===== src/scan_cfg.svh =====
// constants for the shift register chain scanner
`ifndef SCAN_CFG_SVH
`define SCAN_CFG_SVH
`define MAX_REGS 6'd32
`define ACC_INPUT 8'h09
`define ACC_OUTPUT 8'h11
`define MODE_SHIFT 4'h2
`define HALF_CLK_NS 8
`define HALF_CLK_CYC ((`HALF_CLK_NS + 3) / 4)
`define SWITCH_NS 500000000
`define SWITCH_CYC ((`SWITCH_NS) / 4)
`define LOAD_CYC 8'd4
`endif


===== src/scan_pkg.sv =====
// types for the shift register chain scanner
`default_nettype none
package scan_pkg;
    typedef enum logic [3:0] {
        ST_STRAP = 4'h0,
        ST_LOAD_PRE = 4'h1,
        ST_SHIFT = 4'h2,
        ST_LOAD_POST = 4'h3,
        ST_IDLE = 4'h4,
        ST_OFF = 4'h5
    } scan_state_e;
    typedef logic [7:0] unsigned_byte_type;
endpackage : scan_pkg
`default_nettype wire


===== src/shift_bus_if.sv =====
// carrier between sequencer and pin stage
`timescale 1ns/1ps
`default_nettype none
interface shift_bus_if;
    logic load_req; // request load low
    logic clk_level; // requested shift clock level
    logic data_bit; // next serial out bit
    modport seq (output load_req, output clk_level, output data_bit);
    modport pins (input load_req, input clk_level, input data_bit);
endinterface : shift_bus_if
`default_nettype wire


===== src/shift_scanner.sv =====
// stand-alone scanner for a chain of external shift registers
// Summary of operation
// RULE1: up to 32 eight-bit registers each way
// RULE2: count chain length using the tap input
// RULE3: MSB first, bits move on rising clock
// RULE4: pulse load low before and after transfer
// RULE5: input byte 0 received first
// RULE6: output byte 31 sent first, byte 0 last; code sends byte nbytes-1 first, which is byte 31 only for a 32-register chain
// RULE7: process active output high only when active
// RULE8: board clears outputs while flag low
// RULE9: board straps mode pattern 0,1,0
// RULE10: sample four straps at startup only
// RULE11: one unsigned byte item per register
// RULE12: access codes 09h input, 11h output
// RULE13: read switches at setup, then each 0.5s
// RULE14: clock quiet while load asserted
`timescale 1ns/1ps
`default_nettype none
`include "scan_cfg.svh"
module shift_scanner import scan_pkg::*; #(
    parameter int SWITCH_CYCLES = `SWITCH_CYC
) (
    input wire logic clk_in,
    input wire logic rstn_in,
    input wire logic mode_strap_bit0_in,
    input wire logic mode_strap_bit1_in,
    input wire logic mode_strap_bit2_in,
    input wire logic mode_strap_bit3_in,
    input wire logic chain_serial_in,
    input wire logic chain_length_tap_in,
    input wire logic net_active_in,
    input wire logic [7:0] node_address_switch_in,
    input wire logic [7:0] rate_or_id_switch_in,
    input wire logic [7:0] out_byte_in [32],
    input wire logic black_channel_data_in,
    output logic shift_load_n_out,
    output logic shift_clk_out,
    output logic serial_out,
    output logic process_active_flag_out,
    output logic black_channel_out,
    output logic black_channel_oe_out,
    output logic mode_ok_out,
    output unsigned_byte_type in_byte_out [32],
    output logic [5:0] in_count_out,
    output logic [5:0] out_count_out,
    output logic [7:0] in_access_out,
    output logic [7:0] out_access_out,
    output logic [7:0] node_address_out,
    output logic [7:0] rate_or_id_out,
    output logic switch_update_out,
    output logic scan_done_out
);
    localparam logic [7:0] HALF = 8'(`HALF_CLK_CYC); // cycles per clock phase
    scan_state_e state; // sequencer state
    logic [7:0] tmr; // phase and load timer
    logic [2:0] bitn; // bit within byte
    logic [5:0] byten; // byte position in chain
    logic [5:0] nbytes; // chain length used for shifting
    logic detect; // first frame detects length
    logic [7:0] sh_in; // incoming byte assembler
    logic clk_lvl; // requested clock level
    logic [31:0] sw_tmr; // switch sample timer
    shift_bus_if bus ();

    // pin stage instance
    shift_pin_stage u_pins (
        .clk_in(clk_in),
        .rstn_in(rstn_in),
        .bus(bus),
        .shift_load_n_out(shift_load_n_out),
        .shift_clk_out(shift_clk_out),
        .serial_out(serial_out)
    );

    // output byte index: highest first, byte 0 last
    function automatic logic [4:0] out_index(input logic [5:0] pos,
                                             input logic [5:0] n);
        out_index = 5'(n - 6'd1 - pos); // RULE6
    endfunction : out_index

    // request signals for the pin stage
    assign bus.load_req = (state == ST_LOAD_PRE) || (state == ST_LOAD_POST); // RULE4
    assign bus.clk_level = clk_lvl;
    assign bus.data_bit = (state == ST_SHIFT) ?
        out_byte_in[out_index(byten, nbytes)][3'd7 - bitn] : 1'b0; // RULE3
    assign in_access_out = `ACC_INPUT; // RULE12
    assign out_access_out = `ACC_OUTPUT; // RULE12
    assign black_channel_out = black_channel_data_in;
    assign black_channel_oe_out = (state != ST_STRAP); // RULE10
    assign process_active_flag_out = net_active_in && mode_ok_out &&
        scan_done_out; // RULE7

    // strap capture on the first clock after reset release
    always_ff @(posedge clk_in or negedge rstn_in) begin
        if (!rstn_in) begin
            mode_ok_out <= 1'b0;
        end else if (state == ST_STRAP) begin
            // RULE10 RULE9
            mode_ok_out <= ({mode_strap_bit3_in, mode_strap_bit2_in,
                mode_strap_bit1_in, mode_strap_bit0_in} == `MODE_SHIFT);
        end
    end

    // main scan sequencer
    always_ff @(posedge clk_in or negedge rstn_in) begin
        if (!rstn_in) begin
            state <= ST_STRAP;
            tmr <= 8'h00;
            bitn <= 3'h0;
            byten <= 6'h00;
            nbytes <= `MAX_REGS; // RULE1
            detect <= 1'b1;
            clk_lvl <= 1'b0;
            scan_done_out <= 1'b0;
        end else begin
            unique case (state)
                ST_STRAP: begin
                    // straps are read now; wrong pattern parks the block
                    state <= ({mode_strap_bit3_in, mode_strap_bit2_in,
                        mode_strap_bit1_in, mode_strap_bit0_in} ==
                        `MODE_SHIFT) ? ST_LOAD_PRE : ST_OFF;
                    tmr <= 8'h00;
                end
                ST_LOAD_PRE: begin
                    // latch parallel inputs before shifting
                    if (tmr == `LOAD_CYC - 8'h01) begin
                        state <= ST_SHIFT;
                        tmr <= 8'h00;
                        bitn <= 3'h0;
                        byten <= 6'h00;
                    end else begin
                        tmr <= tmr + 8'h01;
                    end
                end
                ST_SHIFT: begin
                    // half period timer toggles clock
                    if (tmr == HALF - 8'h01) begin
                        tmr <= 8'h00;
                        clk_lvl <= ~clk_lvl;
                        if (clk_lvl) begin
                            // falling edge: advance bit
                            bitn <= bitn + 3'h1;
                            if (bitn == 3'h7) begin
                                byten <= byten + 6'h01;
                                // RULE2: tap marks end of chain
                                if ((detect && chain_length_tap_in) ||
                                    (byten + 6'h01 == nbytes)) begin
                                    if (detect) begin
                                        nbytes <= byten + 6'h01;
                                    end
                                    state <= ST_LOAD_POST;
                                end
                            end
                        end
                    end else begin
                        tmr <= tmr + 8'h01;
                    end
                end
                ST_LOAD_POST: begin
                    // latch new outputs after shifting
                    clk_lvl <= 1'b0;
                    if (tmr == `LOAD_CYC - 8'h01) begin
                        state <= ST_LOAD_PRE;
                        tmr <= 8'h00;
                        detect <= 1'b0;
                        scan_done_out <= 1'b1;
                    end else begin
                        tmr <= tmr + 8'h01;
                    end
                end
                ST_IDLE: state <= ST_LOAD_PRE;
                ST_OFF: state <= ST_OFF;
                default: state <= ST_OFF;
            endcase
        end
    end

    assign in_count_out = nbytes; // RULE11
    assign out_count_out = nbytes; // RULE11

    // input assembly on rising clock edge, byte 0 first
    always_ff @(posedge clk_in or negedge rstn_in) begin
        if (!rstn_in) begin
            sh_in <= 8'h00;
            for (int i = 0; i < 32; i++) begin
                in_byte_out[i] <= 8'h00;
            end
        end else if (state == ST_SHIFT && tmr == HALF - 8'h01 && !clk_lvl) begin
            sh_in <= {sh_in[6:0], chain_serial_in}; // RULE3
            if (bitn == 3'h7) begin
                in_byte_out[byten[4:0]] <= {sh_in[6:0], chain_serial_in}; // RULE5
            end
        end
    end

    // switch sampling at setup and every half second
    always_ff @(posedge clk_in or negedge rstn_in) begin
        if (!rstn_in) begin
            sw_tmr <= 32'h0;
            node_address_out <= 8'h00;
            rate_or_id_out <= 8'h00;
            switch_update_out <= 1'b0;
        end else begin
            switch_update_out <= 1'b0;
            if (state == ST_STRAP || sw_tmr == 32'(SWITCH_CYCLES - 1)) begin
                sw_tmr <= 32'h0;
                node_address_out <= node_address_switch_in; // RULE13
                rate_or_id_out <= rate_or_id_switch_in;
                switch_update_out <= (state == ST_STRAP) ||
                    (node_address_switch_in != node_address_out) ||
                    (rate_or_id_switch_in != rate_or_id_out); // RULE13
            end else begin
                sw_tmr <= sw_tmr + 32'h1;
            end
        end
    end

    property p_clk_quiet_load; // RULE14
        @(posedge clk_in) disable iff (!rstn_in)
        !shift_load_n_out |-> !shift_clk_out;
    endproperty
    a_clk_quiet_load: assert property (p_clk_quiet_load) // RULE14
        else $error("clock moved during load");

    property p_load_around; // RULE4
        @(posedge clk_in) disable iff (!rstn_in)
        (state == ST_SHIFT) ##1 (state == ST_LOAD_POST) |->
            ##1 !shift_load_n_out;
    endproperty
    a_load_around: assert property (p_load_around) // RULE4
        else $error("no load after transfer");

    property p_active_flag; // RULE7
        @(posedge clk_in) disable iff (!rstn_in)
        process_active_flag_out |-> state != ST_STRAP && state != ST_OFF;
    endproperty
    a_active_flag: assert property (p_active_flag) // RULE7
        else $error("active flag while not scanning");

    property p_len_bound; // RULE1
        @(posedge clk_in) disable iff (!rstn_in)
        nbytes <= `MAX_REGS && nbytes != 6'h00;
    endproperty
    a_len_bound: assert property (p_len_bound) // RULE1
        else $error("chain length out of range");

    property p_access; // RULE12
        @(posedge clk_in) disable iff (!rstn_in)
        in_access_out == 8'h09 && out_access_out == 8'h11;
    endproperty
    a_access: assert property (p_access) // RULE12
        else $error("access code wrong");

    property p_strap_once; // RULE10
        @(posedge clk_in) disable iff (!rstn_in)
        state != ST_STRAP |=> $stable(mode_ok_out);
    endproperty
    a_strap_once: assert property (p_strap_once) // RULE10
        else $error("mode changed after startup");

    property p_sw_first; // RULE13
        @(posedge clk_in) disable iff (!rstn_in)
        state == ST_STRAP |=> switch_update_out;
    endproperty
    a_sw_first: assert property (p_sw_first) // RULE13
        else $error("switches not read at setup");

    property p_pre_load; // RULE4
        @(posedge clk_in) disable iff (!rstn_in)
        (state == ST_LOAD_PRE) ##1 (state == ST_SHIFT) |->
            !$past(shift_load_n_out);
    endproperty
    a_pre_load: assert property (p_pre_load) // RULE4
        else $error("no load before transfer");
endmodule : shift_scanner
`default_nettype wire


===== src/shift_pin_stage.sv =====
// registered pin stage for load, clock and data
`timescale 1ns/1ps
`default_nettype none
module shift_pin_stage (
    input wire logic clk_in,
    input wire logic rstn_in,
    shift_bus_if.pins bus,
    output logic shift_load_n_out,
    output logic shift_clk_out,
    output logic serial_out
);
    // registers the requested pin levels; clock held while loading
    always_ff @(posedge clk_in or negedge rstn_in) begin
        if (!rstn_in) begin
            shift_load_n_out <= 1'b1;
            shift_clk_out <= 1'b0;
            serial_out <= 1'b0;
        end else begin
            shift_load_n_out <= ~bus.load_req;
            shift_clk_out <= bus.load_req ? 1'b0 : bus.clk_level; // RULE14
            serial_out <= bus.data_bit;
        end
    end
endmodule : shift_pin_stage
`default_nettype wire


===== config.mk =====
export PLATFORM = sky130hd
export DESIGN_NAME = shift_scanner
export DESIGN_NICKNAME = d
export VERILOG_FILES = /design/src/scan_pkg.sv /design/src/shift_bus_if.sv /design/src/shift_scanner.sv /design/src/shift_pin_stage.sv
export VERILOG_INCLUDE_DIRS = /design/src
export SDC_FILE = /design/constraint.sdc
export NUM_CORES = 1
export LEC_CHECK = 0
export BUFFER_PORTS_ARGS = -buffer_cell sky130_fd_sc_hd__buf_2
export CORE_AREA = 2 2 227 229
export DETAILED_ROUTE_END_ITERATION = 8
export DIE_AREA = 0 0 229 231
export MAX_ROUTING_LAYER = met4
export PLACE_DENSITY = 0.62
export SETUP_SLACK_MARGIN = 0.15
export SLEW_MARGIN = 40
export SYNTH_ARGS = -nofsm -noshare
export SYNTH_HDL_FRONTEND = slang
export SYNTH_HIERARCHICAL = 1
export SYNTH_SLANG_ARGS = --single-unit

===== constraint.sdc =====
create_clock -name clk_in -period 5 [get_ports clk_in]
set_input_delay 0.25 -clock clk_in [delete_from_list [all_inputs] [get_ports clk_in]]
set_output_delay 0.25 -clock clk_in [all_outputs]
set_load 0.01 [all_outputs]

# Word level (Yosys, flattened, before mapping)
# Index checks and enable logic that the tools add are counted.
[totals]
ff_bits = 346
input_bits = 282
output_inout_bits = 309
wordCells = 141
[op_classes]
add_sub_neg = 7
order_cmp = 4
n_eq_ne = 18
n_mux = 34
n_bitwise = 4
n_reduce_logical = 25
[op_table]
columns = ["operator", "count"]
rows = [
  ["bitwise mux 256 bit", 1],
  ["binary-select mux 8 bit (select 5 bit)", 1],
  ["demux 8 bit (select 5 bit)", 1],
  ["two-way mux 8 bit", 5],
  ["adder 32 x 1 -> 32 bit (second input constant)", 1],
  ["== test 32 x 27 -> 1 bit (second input constant)", 1],
  ["two-way mux 32 bit", 1],
  ["two-way mux 4 bit", 6],
  ["two-way mux 6 bit", 4],
  ["one-hot mux 8 bit (3 select lines)", 1],
  ["one-hot mux 4 bit (5 select lines)", 1],
  ["inequality test 8 bit", 2],
  ["== test 4 x 2 -> 1 bit (second input constant)", 3],
  ["greater-or-equal comparator 6 bit (second input constant)", 2],
  ["two-way mux 3 bit", 4],
  ["NOT 5 -> 6 bit", 2],
  ["one-hot mux 6 bit (2 select lines)", 1],
  ["AND reduction 6 bit", 2],
  ["inequality test 2 x 1 -> 1 bit (second input constant)", 5],
  ["adder 8 x 1 -> 8 bit (second input constant)", 1],
  ["== test 8 x 1 -> 1 bit (second input constant)", 1],
  ["== test 8 x 2 -> 1 bit (second input constant)", 1],
  ["adder 6 x 1 -> 6 bit (second input constant)", 1],
  ["== test 6 bit", 1],
  ["26 further kinds", 43],
]

# Depth between registers and ports, before layout
# Gate-level depths: netlist (run 1).
[depth]
depth_word = 9
ltp_mapped = 13
depth_no_buf = 10

# Hierarchy
# The synthesis (run 1) kept the hierarchy.
[by_module_without_submodules]
columns = ["module", "instances", "cells_per_inst", "area_each_um2", "seq_area_each_um2"]
rows = [
  ["shift_scanner", 1, 1195, 16590.9, 8560.7],
  ["shift_pin_stage", 1, 5, 86.3, 76.3],
]

# Worst setup path after synthesis (run 1)
# No wires, ideal clock.
[synth_timing]
kind = "register to register"
startpoint = "register byten[0]"
endpoint = "register u_pins.serial_out"
setup_ns = 0.122
arrival_time_ns = 3.414
required_ns = 4.878
slack_ns = 1.465
path_stages_with_launch = 11
n_path_buf = 2
period_less_slack_ns = 3.535
path_cell_list = "dfrtp_1 -> inv_1 -> ha_1 -> fa_1 -> buf_2 -> buf_1 -> mux4_2 -> mux4_2 -> a21oi_1 -> o211ai_1 -> o2bb2ai_1"
[synth_between]
elab_chain_len = 8
[synth_rtl]
columns = ["item", "line", "text"]
rows = [
  ["from (decl)", "shift_scanner.sv:57", "logic [5:0] byten;"],
  ["from (signal assigned)", "shift_scanner.sv:144", "byten <= byten + 6'h01;"],
  ["subtractor 5 bit", "shift_scanner.sv:78", "out_index = 5'(n - 6'd1 - pos);"],
  ["NOT 5 -> 6 bit (implied by the code)", "shift_scanner.sv:85", "out_byte_in[out_index(byten, nbytes)][3'd7 - bitn] : 1'b0;"],
  ["binary-select mux 8 bit (select 5 bit)", "shift_scanner.sv:85", ""],
  ["two-way mux 8 bit (implied by the code) (2 in a row)", "shift_scanner.sv:85", ""],
  ["binary-select mux 1 bit (select 3 bit)", "shift_scanner.sv:85", ""],
  ["two-way mux 1 bit (implied by the code)", "shift_scanner.sv:85", ""],
  ["two-way mux 1 bit", "shift_scanner.sv:84", "assign bus.data_bit = (state == ST_SHIFT) ?"],
  ["via bus.data_bit", "shift_bus_if.sv:7", "logic data_bit;"],
  ["to (signal assigned)", "shift_pin_stage.sv:21", "serial_out <= bus.data_bit;"],
  ["to (decl)", "shift_pin_stage.sv:10", "output logic serial_out"],
]
# The timed path passes the listed nets, and every way through them passes these cells. The select of a mux whose other input is x is not followed.
# A chain may end at the register's enable or synchronous reset.

# Final worst setup path (run 1)
# Ends and elaborated chain as after synthesis.

==> impl_metrics.py, run 1 <==
metrics = {
    "run_status": {
        "status": "completed",
    },
    "finish": {
        "area.growth.synth_to_final_pct": 29.7,
        "drive_above_1_share_pct": 58.8,
        "multi_input_area_mm2": 0.00763,
        "fin_nets": 2070,
        "regArea_mm2": 0.00865,
        "n_antenna_cell": 0,
        "num-fill-cells": 4780,
        "final-instance-count-excl-fill": 2477,
    },
    "logic_synthesis": {
        "synthXorXnorAreaFrac_pct": 3.29,
        "synth_top_area_cell": "dfrtp_1",
        "syn_inst": 1200,
        "synth_area_mm2": 0.0167,
        "synth-edff-count": 0,
        "synthAdderAreaFrac_pct": 1.10,
        "synth_compound_area_share_pct": 2.78,
        "yosys.area_share.simple_pct": 8.18,
        "yosysTopAreaCellShare_pct": 51.3,
        "async_flop_share_pct": 100,
        "synth.area.top_cells": "dfrtp_1, mux2_2, mux4_2, nand2_4, xor2_1",
        "synthMuxAreaShare_pct": 29.5,
        "yosysSeqAreaShare_pct": 51.8,
        "yosysWarnings": 6,
        "yosysUniqueCellTypes": 59,
        "ys.flop_type": "dfrtp_1",
        "netlist_top_cells_count": "dfrtp_1, mux2_2, mux4_2, nor2_1, clkbuf_1",
        "synth_top_family_by_area": "multiplexers",
        "synth_seq_cells": 345,
        "synth.most_common_cell": "dfrtp_1",
        "synth_area_per_cell_um2": 13.9,
    },
    "clock_network": {
        "clk_latency_ns": 0.53,
        "cts_root_buf": "clkbuf_16",
        "numCtsBuffers": 39,
        "post_cts_resized": 0,
        "post-cts-setup-buffers": 0,
        "hold_buffers": 19,
        "cts_tree": "yes",
        "clkTransAtPathRegs_ns": 0.06,
        "htree_levels": 2,
        "clkSinkCount": 345,
        "clockBufferDepth": 3,
    },
    "drt": {
        "viasPerCell": 4.99,
        "first_pass_iters": 5,
        "drc_errors": 0,
        "dr.first_iter.drc_count": 887,
        "via_count": 12400,
        "finalWirelength_um": 55200,
        "wl_per_cell_um": 22.3,
        "antenna_left": 0,
    },
    "global_route": {
        "antenna_found_initial": 2,
        "use_met1_pct": 27.7,
        "grt_usage_pct": 21.1,
        "grt-ovfl-total": 0,
        "grt_pass1_vias": 12500,
        "grt_busiest_layer": "met2",
        "grt_pass1_wl_um": 81400,
        "use_met2_pct": 33.4,
        "grt_use_met3_pct": 5.58,
        "grt_max_degree": 134,
    },
    "pwr": {
        "cellPowerDensity_mw_per_mm2": 269,
        "ir_drop_v": 0.000193,
        "p_leak_nw": 11.8,
    },
    "sta": {
        "fin_skew_ns": 0.00954,
        "worst_slew_pin_slew_ns": 0.772,
        "holdWs_ns": 0.174,
        "setup-tns-final_ns": 0,
        "setup_ws_ns": 1.16,
        "rsz0062_at_grt": "false",
        "finalCritPeriodShare_pct": 76.8,
        "max_clock_freq_ghz": 0.260,
        "setup_viol": 0,
        "hold_viol_final": 0,
        "max_slew_margin_pct": 48.0,
        "maxSlewViolCount": 0,
        "timing.final.crit_period_ns": 3.84,
    },
    "placement": {
        "pre_cts_slack_ns": 1.13,
        "dpl.cell_count": 2392,
        "hpwl_um": 40800,
        "place_congestion": 0.994,
        "port_buffers": 572,
    },
    "job": {
        "maxCapViolations": 0,
    },
    "setup_path": {
        "critPathMaxFanout": 42,
        "worstSetupPathType": "flip-flop to flip-flop",
        "worst_setup_path_start_kind": "flip-flop",
        "critPathArrivalTime_ns": 4.25,
        "end_kind": "flip-flop",
        "critical_path_required_ns": 5.41,
    },
    "floorplanning": {
        "die_h_um": 231,
        "die_x_um": 229,
        "die_area_mm2": 0.0529,
        "rows": 83,
        "core_mm2": 0.0507,
        "initial_core_util_pct": 32.9,
        "io_pins": 591,
    },
    "min_path": {
        "hold_path.class": "input port to async pin",
    },
}
[stage by stage]
step	power, mW	cell area (um2)	utilization (%)
floorplan	2.97	16700	-
global placement	3.18	20200	39.8
detailed placement	3.18	20200	39.9
CTS	5.92	21600	42.6
global route	6.08	21600	42.7
finish	5.83	21600	42.7
[report_power, final]
group          internal (mW)  switching (mW)  total [mW]
combinational          0.165           0.160       0.324
sequential              2.81          0.0129        2.82
clock                   1.57            1.12        2.68
total                   4.54            1.29        5.83
[layout by cell type, fill, tap and decap left out, drive strengths merged, types with 6 or more instances in the layout]
| cell | Yosys | routed |
|---|---|---|
| dfrtp | 342 | 342 |
| clkbuf | 51 | 51 |
| mux2 | 281 | 281 |
| nand2 | 75 | 75 |
| nand4 | 8 | 8 |
| nor3 | 10 | 10 |
| nand2b | 9 | 9 |
| ha | 13 | 13 |
| xnor2 | 24 | 24 |
| mux2i | 14 | 14 |
| a21oi | 6 | 6 |
| a211oi | 8 | 8 |
| o21ai | 33 | 33 |
| inv | 16 | 17 |
| xor2 | 36 | 36 |
| buf | 37 | 588 |
| mux4 | 72 | 72 |
| nand3 | 22 | 22 |
| clkinv | 0 | 7 |
| conb | 2 | 16 |
| nor4 | 7 | 7 |
| and3 | 14 | 14 |
| nor2 | 65 | 65 |
| dlygate4sd3 | 0 | 19 |
[final cells by class]
| cell class | instances | share of cell area [%] |
|---|---|---|
| flip-flops and latches | 345 | 40.0 |
| inverters | 16 | 0.278 |
| multi-input cells | 765 | 35.3 |
| clock buffers | 51 | 5.00 |
| repair buffers | 607 | 15.1 |
| well taps | 680 | 3.93 |
| clock inverters | 13 | 0.480 |
[worst paths after layout]
check,start,endpoint,slack [ns],cells after the start
hold / removal,rstn_in,sw_tmr[25]$_DFF_PN0_,0.17,2
max in group asynchronous,rstn_in,in_byte_out[216]$_DFFE_PN0P_,3.43,4
setup / recovery,byten[0]$_DFFE_PN0P_,u_pins/serial_out$_DFF_PN0_,1.16,9
min in group clk_in,chain_length_tap_in,state[0]$_DFFE_PN0P_,0.27,5
setup reg to reg,byten[0]$_DFFE_PN0P_,u_pins/serial_out$_DFF_PN0_,1.16,9
hold reg to reg,sw_tmr[0]$_DFF_PN0_,sw_tmr[0]$_DFF_PN0_,0.49,1
[cell families (layout without fill, tap and decap cells)]
kind of cell | after synthesis | in the layout
compound gates | 73 | 73
xor+xnor | 61 | 61
fa+ha+maj | 14 | 14
buf+inv | 104 | 687
flops | 345 | 345
mux | 367 | 367
other cells | 2 | 16
simple gates | 234 | 234
[registers in the layout, indices dropped and copies added, names as in the netlist, 3 cells and up]
register	flops
bitn	3
node_address_out	8
in_byte_out	256
state	3
rate_or_id_out	8
tmr	8
sh_in	7
byten	6
in_count_out	6
sw_tmr	32
[metal layers]
layer	vias to the layer above	share of wire [%]
met5	-	0
met4	0	1.6
met3	65	7.8
met2	497	48
met1	6341	43
li1	5459	-
[worst max-delay path, cell delays in order (launching register included)]
cell       delay, ns
dfrtp_1         0.48
inv_1           0.14
ha_2            0.21
fa_4            1.13
buf_12          0.32
mux4_2          0.53
mux4_2          0.47
a21oi_1         0.18
o211ai_1        0.11
o2bb2ai_1       0.13
(Power assumes the default switching activity.)
==> inputs of run 2 (changes only) <==
- PLACE_DENSITY: 0.62 -> 0.64
- clock period: 5 -> 3.5 ns (I/O delays scaled with it)
==> impl_metrics.py, run 2 (same netlist as run 1, synthesis figures left out) <==
metrics = {
    "clock_network": {
        "clockBufferDepth": 3,
        "htree_levels": 2,
        "cts_root_buf": "clkbuf_16",
        "numCtsBuffers": 39,
        "clk_latency_ns": 0.55,
        "cts_tree": "yes",
        "clkSinkCount": 345,
        "clkTransAtPathRegs_ns": 0.06,
    },
    "placement": {
        "place_congestion": 0.975,
        "hpwl_um": 40600,
        "port_buffers": 572,
        "pre_cts_slack_ns": 0.0453,
        "dpl.cell_count": 2421,
    },
    "floorplanning": {
        "rows": 83,
        "die_area_mm2": 0.0529,
        "die_h_um": 231,
        "core_mm2": 0.0507,
        "initial_core_util_pct": 32.9,
        "io_pins": 591,
        "die_x_um": 229,
    },
    "sta": {
        "rsz0062_at_grt": "true",
        "worst_slew_pin_slew_ns": 0.791,
        "setup_ws_ns": 0.130,
        "fin_skew_ns": 0.0117,
        "finalCritPeriodShare_pct": 96.3,
        "timing.final.crit_period_ns": 3.37,
        "hold_viol_final": 0,
        "setup-tns-final_ns": 0,
        "setup_viol": 0,
        "max_clock_freq_ghz": 0.297,
        "maxSlewViolCount": 0,
        "max_slew_margin_pct": 46.9,
    },
    "drt": {
        "first_pass_iters": 5,
        "drc_errors": 0,
        "antenna_left": 0,
        "finalWirelength_um": 54800,
        "via_count": 12500,
        "dr.first_iter.drc_count": 750,
        "wl_per_cell_um": 21.7,
        "viasPerCell": 4.95,
    },
    "finish": {
        "drive_above_1_share_pct": 59.8,
        "final-instance-count-excl-fill": 2530,
        "top_register": "in_byte_out",
        "fin_nets": 2114,
        "layout_commonest_cell": "buf_2",
        "layout_common_cells": "buf_2, dfrtp_1, mux2_2, mux4_2, nor2_1",
        "largest_reg_flops": 256,
        "largest_registers": "in_byte_out x256, sw_tmr x32",
        "area.growth.synth_to_final_pct": 32.8,
    },
    "setup_path": {
        "critPathArrivalTime_ns": 3.79,
        "end_kind": "flip-flop",
        "worstSetupPathType": "flip-flop to flip-flop",
        "critPathMaxFanout": 11,
        "worst_setup_path_start_kind": "flip-flop",
        "rr_worst_depth": 8,
        "critical_path_required_ns": 3.93,
    },
    "global_route": {
        "grt_max_degree": 74,
        "grt_pass1_vias": 12800,
        "grt_usage_pct": 21.0,
        "antenna_found_initial": 5,
        "grt_pass1_wl_um": 81400,
        "grt-ovfl-total": 0,
    },
    "run_status": {
        "status": "completed",
    },
    "pwr": {
        "p_leak_nw": 12.1,
        "cellPowerDensity_mw_per_mm2": 387,
        "ir_drop_v": 0.000346,
    },
    "min_path": {
        "hold_path.class": "input port to async pin",
    },
    "job": {
        "maxCapViolations": 0,
    },
}
## run 2: cell types whose count changed in the layout (fill, tap and decap cells not counted), moves of 3 or more
cell	previous run	this run
buf_6	0	7
buf_4	11	45
buf_12	3	6
clkinvlp_4	4	1
diode_2	0	5
## run 2: path summary, 6_finish.rpt
check | startpoint | end | slack, ns
setup reg to reg | in_count_out[0]$_DFFE_PN0P_ | u_pins/serial_out$_DFF_PN0_ | 0.13
setup / recovery | in_count_out[0]$_DFFE_PN0P_ | u_pins/serial_out$_DFF_PN0_ | 0.13
hold reg to reg | sw_tmr[0]$_DFF_PN0_ | sw_tmr[0]$_DFF_PN0_ | 0.48
max in group asynchronous | rstn_in | in_byte_out[221]$_DFFE_PN0P_ | 2.29
min in group clk_in | chain_length_tap_in | state[0]$_DFFE_PN0P_ | 0.18
hold / removal | rstn_in | node_address_out[4]$_DFFE_PN0N_ | 0.12
## run 2: per-layer routing
layer	share of wire, %	up-vias	global-route usage, %
li1	-	5561	-
met1	43	6413	27.3
met2	49	484	33.7
met3	7.0	75	5.03
met4	1.7	0	4.32
met5	0	-	-
## run 2: final cells by class
| cell class | count | area, um2 |
|---|---|---|
| diodes | 5 | 12.5 |
| clock inverters | 13 | 165 |
| multi-input cells | 765 | 7630 |
| fillers | 4706 | 28500 |
| well taps | 680 | 851 |
| inverters | 16 | 60.1 |
| flip-flops and latches | 345 | 8650 |
| repair buffers | 651 | 3660 |
| clock buffers | 55 | 1120 |
## run 2: what timing repair did
item	CTS	global route
gates cloned	1	1
pin swaps	2	3
endpoints found under the hold margin	163	0
buffers inserted	5	10
endpoints found under the setup margin	1	1
resized for setup	1	15
hold buffers	19	0
## run 2: through the flow
stage | hold WS, ns | total power [mW] | cell area, um2 | utilization (%)
finish | 0.119 | 8.58 | 22100 | 43.7
global route | 0.123 | 8.95 | 22100 | 43.7
CTS | 0.105 | 8.71 | 22000 | 43.4
detailed placement | 0.116 | 4.55 | 20400 | 40.3
global placement | 0.312 | 4.53 | 20400 | 40.2
floorplan | -0.121 | 4.24 | 16700 | -
## run 2: critical path: stages (launching register included)
cell       delay (ns)
dfrtp_1          0.40
ha_4             0.18
fa_4             0.93
buf_12           0.17
mux4_2           0.55
mux2i_1          0.38
mux4_2           0.40
o211ai_1         0.10
o2bb2ai_1        0.13
## run 2: power by group
group	internal [mW]	total (mW)	leakage [nW]	switching [mW]
Combinational	0.239	0.460	6.78	0.221
Clock	2.45	4.09	0.632	1.64
Sequential	4.01	4.03	4.70	0.0189
==> inputs of run 3 (changes only) <==
- BUFFER_PORTS_ARGS: -buffer_cell sky130_fd_sc_hd__buf_2 -> -buffer_cell sky130_fd_sc_hd__buf_4
- CORE_AREA: 2 2 227 229 -> 3 3 228 230
- DIE_AREA: 0 0 229 231 -> 0 0 231 233
- GPL_ROUTABILITY_DRIVEN: unset -> 0
==> impl_metrics.py, run 3 (same netlist as run 1, synthesis figures left out) <==
metrics = {
    "drt": {
        "via_count": 12400,
        "first_pass_iters": 8,
        "dr.first_iter.drc_count": 835,
        "antenna_left": 0,
        "viasPerCell": 4.95,
        "finalWirelength_um": 55800,
        "drc_errors": 0,
        "wl_per_cell_um": 22.2,
    },
    "sta": {
        "hold_viol_final": 0,
        "max_slew_margin_pct": 43.1,
        "worst_slew_pin_slew_ns": 0.846,
        "fin_skew_ns": 0.0156,
        "setup-tns-final_ns": 0,
        "setup_viol": 0,
        "maxSlewViolCount": 0,
        "rsz0062_at_grt": "false",
        "max_clock_freq_ghz": 0.307,
        "finalCritPeriodShare_pct": 92.9,
        "setup_ws_ns": 0.248,
        "holdWs_ns": 0.116,
        "timing.final.crit_period_ns": 3.25,
    },
    "finish": {
        "final_core_util_pct": 46.9,
        "largest_reg_flops": 256,
        "layout_common_cells": "buf_4, dfrtp_1, mux2_2, mux4_2, nor2_1",
        "fin_nets": 2101,
        "area.growth.synth_to_final_pct": 40.8,
        "num-fill-cells": 4508,
        "drive_above_1_share_pct": 59.1,
        "largest_registers": "in_byte_out x256, sw_tmr x32",
        "layout_commonest_cell": "buf_4",
        "final-instance-count-excl-fill": 2510,
        "top_register": "in_byte_out",
    },
    "placement": {
        "port_buffers": 572,
        "pre_cts_slack_ns": 0.105,
        "hpwl_um": 41700,
        "dpl.cell_count": 2410,
    },
    "pwr": {
        "cellPowerDensity_mw_per_mm2": 370,
        "ir_drop_v": 0.000302,
        "p_leak_nw": 12.3,
    },
    "job": {
        "maxCapViolations": 0,
    },
    "clock_network": {
        "htree_levels": 2,
        "numCtsBuffers": 40,
        "clkTransAtPathRegs_ns": 0.06,
        "cts_tree": "yes",
        "clockBufferDepth": 3,
        "clk_latency_ns": 0.55,
        "clkSinkCount": 345,
        "cts_root_buf": "clkbuf_16",
    },
    "setup_path": {
        "critical_path_required_ns": 3.93,
        "end_kind": "flip-flop",
        "worst_setup_path_start_kind": "flip-flop",
        "path_cells": "inv_1 > ha_2 > fa_4 > buf_12 > mux4_2 > mux4_2 > o311ai_1 > o21a_1 > o2bb2ai_1",
        "crit_top_cell": "mux4_2",
        "worstSetupPathType": "flip-flop to flip-flop",
        "critPathMaxFanout": 6,
        "crit_slowest_cell": "fa_4",
        "critPathArrivalTime_ns": 3.68,
        "critPathTopFamily": "adder cells",
        "worst-path-buf-inv": 2,
        "max_stage_delay_ns": 0.91,
    },
    "floorplanning": {
        "io_pins": 591,
        "die_x_um": 231,
        "die_h_um": 233,
        "rows": 82,
        "core_mm2": 0.0501,
        "initial_core_util_pct": 33.3,
        "die_area_mm2": 0.0538,
    },
    "global_route": {
        "grt_usage_pct": 20.6,
        "grt_pass1_wl_um": 81300,
        "grt_pass1_vias": 12800,
        "antenna_found_initial": 4,
        "grt_max_degree": 72,
        "grt-ovfl-total": 0,
    },
    "min_path": {
        "hold_path.class": "input port to async pin",
    },
    "run_status": {
        "status": "completed",
    },
}
-- run 3: cell types whose count changed in the layout (fill, tap and decap cells not counted), moves of 2 or more --
cell / before / now
inv_1: 14 / 16
buf_2: 570 / 0
clkbuf_16: 40 / 42
clkbuf_1: 8 / 12
buf_4: 45 / 605
buf_6: 7 / 1
inv_2: 2 / 0
-- run 3: worst paths after layout --
check | slack, ns | startpoint | cells after the start | end
worst max-delay path | 0.25 | byten[0]$_DFFE_PN0P_ | 9 | u_pins/serial_out$_DFF_PN0_
worst min-delay path | 0.12 | rstn_in | 2 | rate_or_id_out[1]$_DFFE_PN0N_
worst max register to register | 0.25 | byten[0]$_DFFE_PN0P_ | 9 | u_pins/serial_out$_DFF_PN0_
worst min register to register | 0.49 | sw_tmr[0]$_DFF_PN0_ | 1 | sw_tmr[0]$_DFF_PN0_
max in group asynchronous | 2.25 | rstn_in | 4 | sh_in[4]$_DFFE_PN0N_
min in group clk_in | 0.16 | chain_length_tap_in | 5 | state[0]$_DFFE_PN0P_
-- run 3: area by class of cell --
class                      instances  area (um2)  share of cell area (%)
antenna                            4        10.0                  0.0426
multi-input combinational        765        7620                    32.4
clock inverter                    11         140                   0.597
timing repair buffer             637        5000                    21.3
inverter                          16        60.1                   0.256
clock buffer                      60        1160                    4.92
tap                              672         841                    3.58
sequential                       345        8650                    36.8
-- run 3: where the power goes --
group          total (mW)  switching (mW)  internal (mW)
combinational       0.566           0.229          0.336
sequential           4.03          0.0193           4.01
clock                4.08            1.64           2.44
-- run 3: metal layers --
metal	routed length, um	GRT usage [%]
met5	0	-
met4	830	3.74
met3	4050	5.89
met1	24700	27.4
met2	26100	31.8
-- run 3: per-stage QoR --
step / instance area [um2] / total power, mW
after floorplan: 16700 / 4.24
after global placement: 21800 / 4.64
after detailed placement: 21900 / 4.65
after CTS: 23400 / 8.81
after global routing: 23500 / 9.01
final: 23500 / 8.68
-- run 3: timing repair --
item | 4_1_cts | 5_1_grt
gates resized for setup | 1 | 4
hold buffers | 19 | 0
hold endpoints to repair | 186 | 0
cloned | 0 | 3
setup buffers | 0 | 3
endpoints found under the setup margin | 1 | 1
pin swaps | 0 | 1
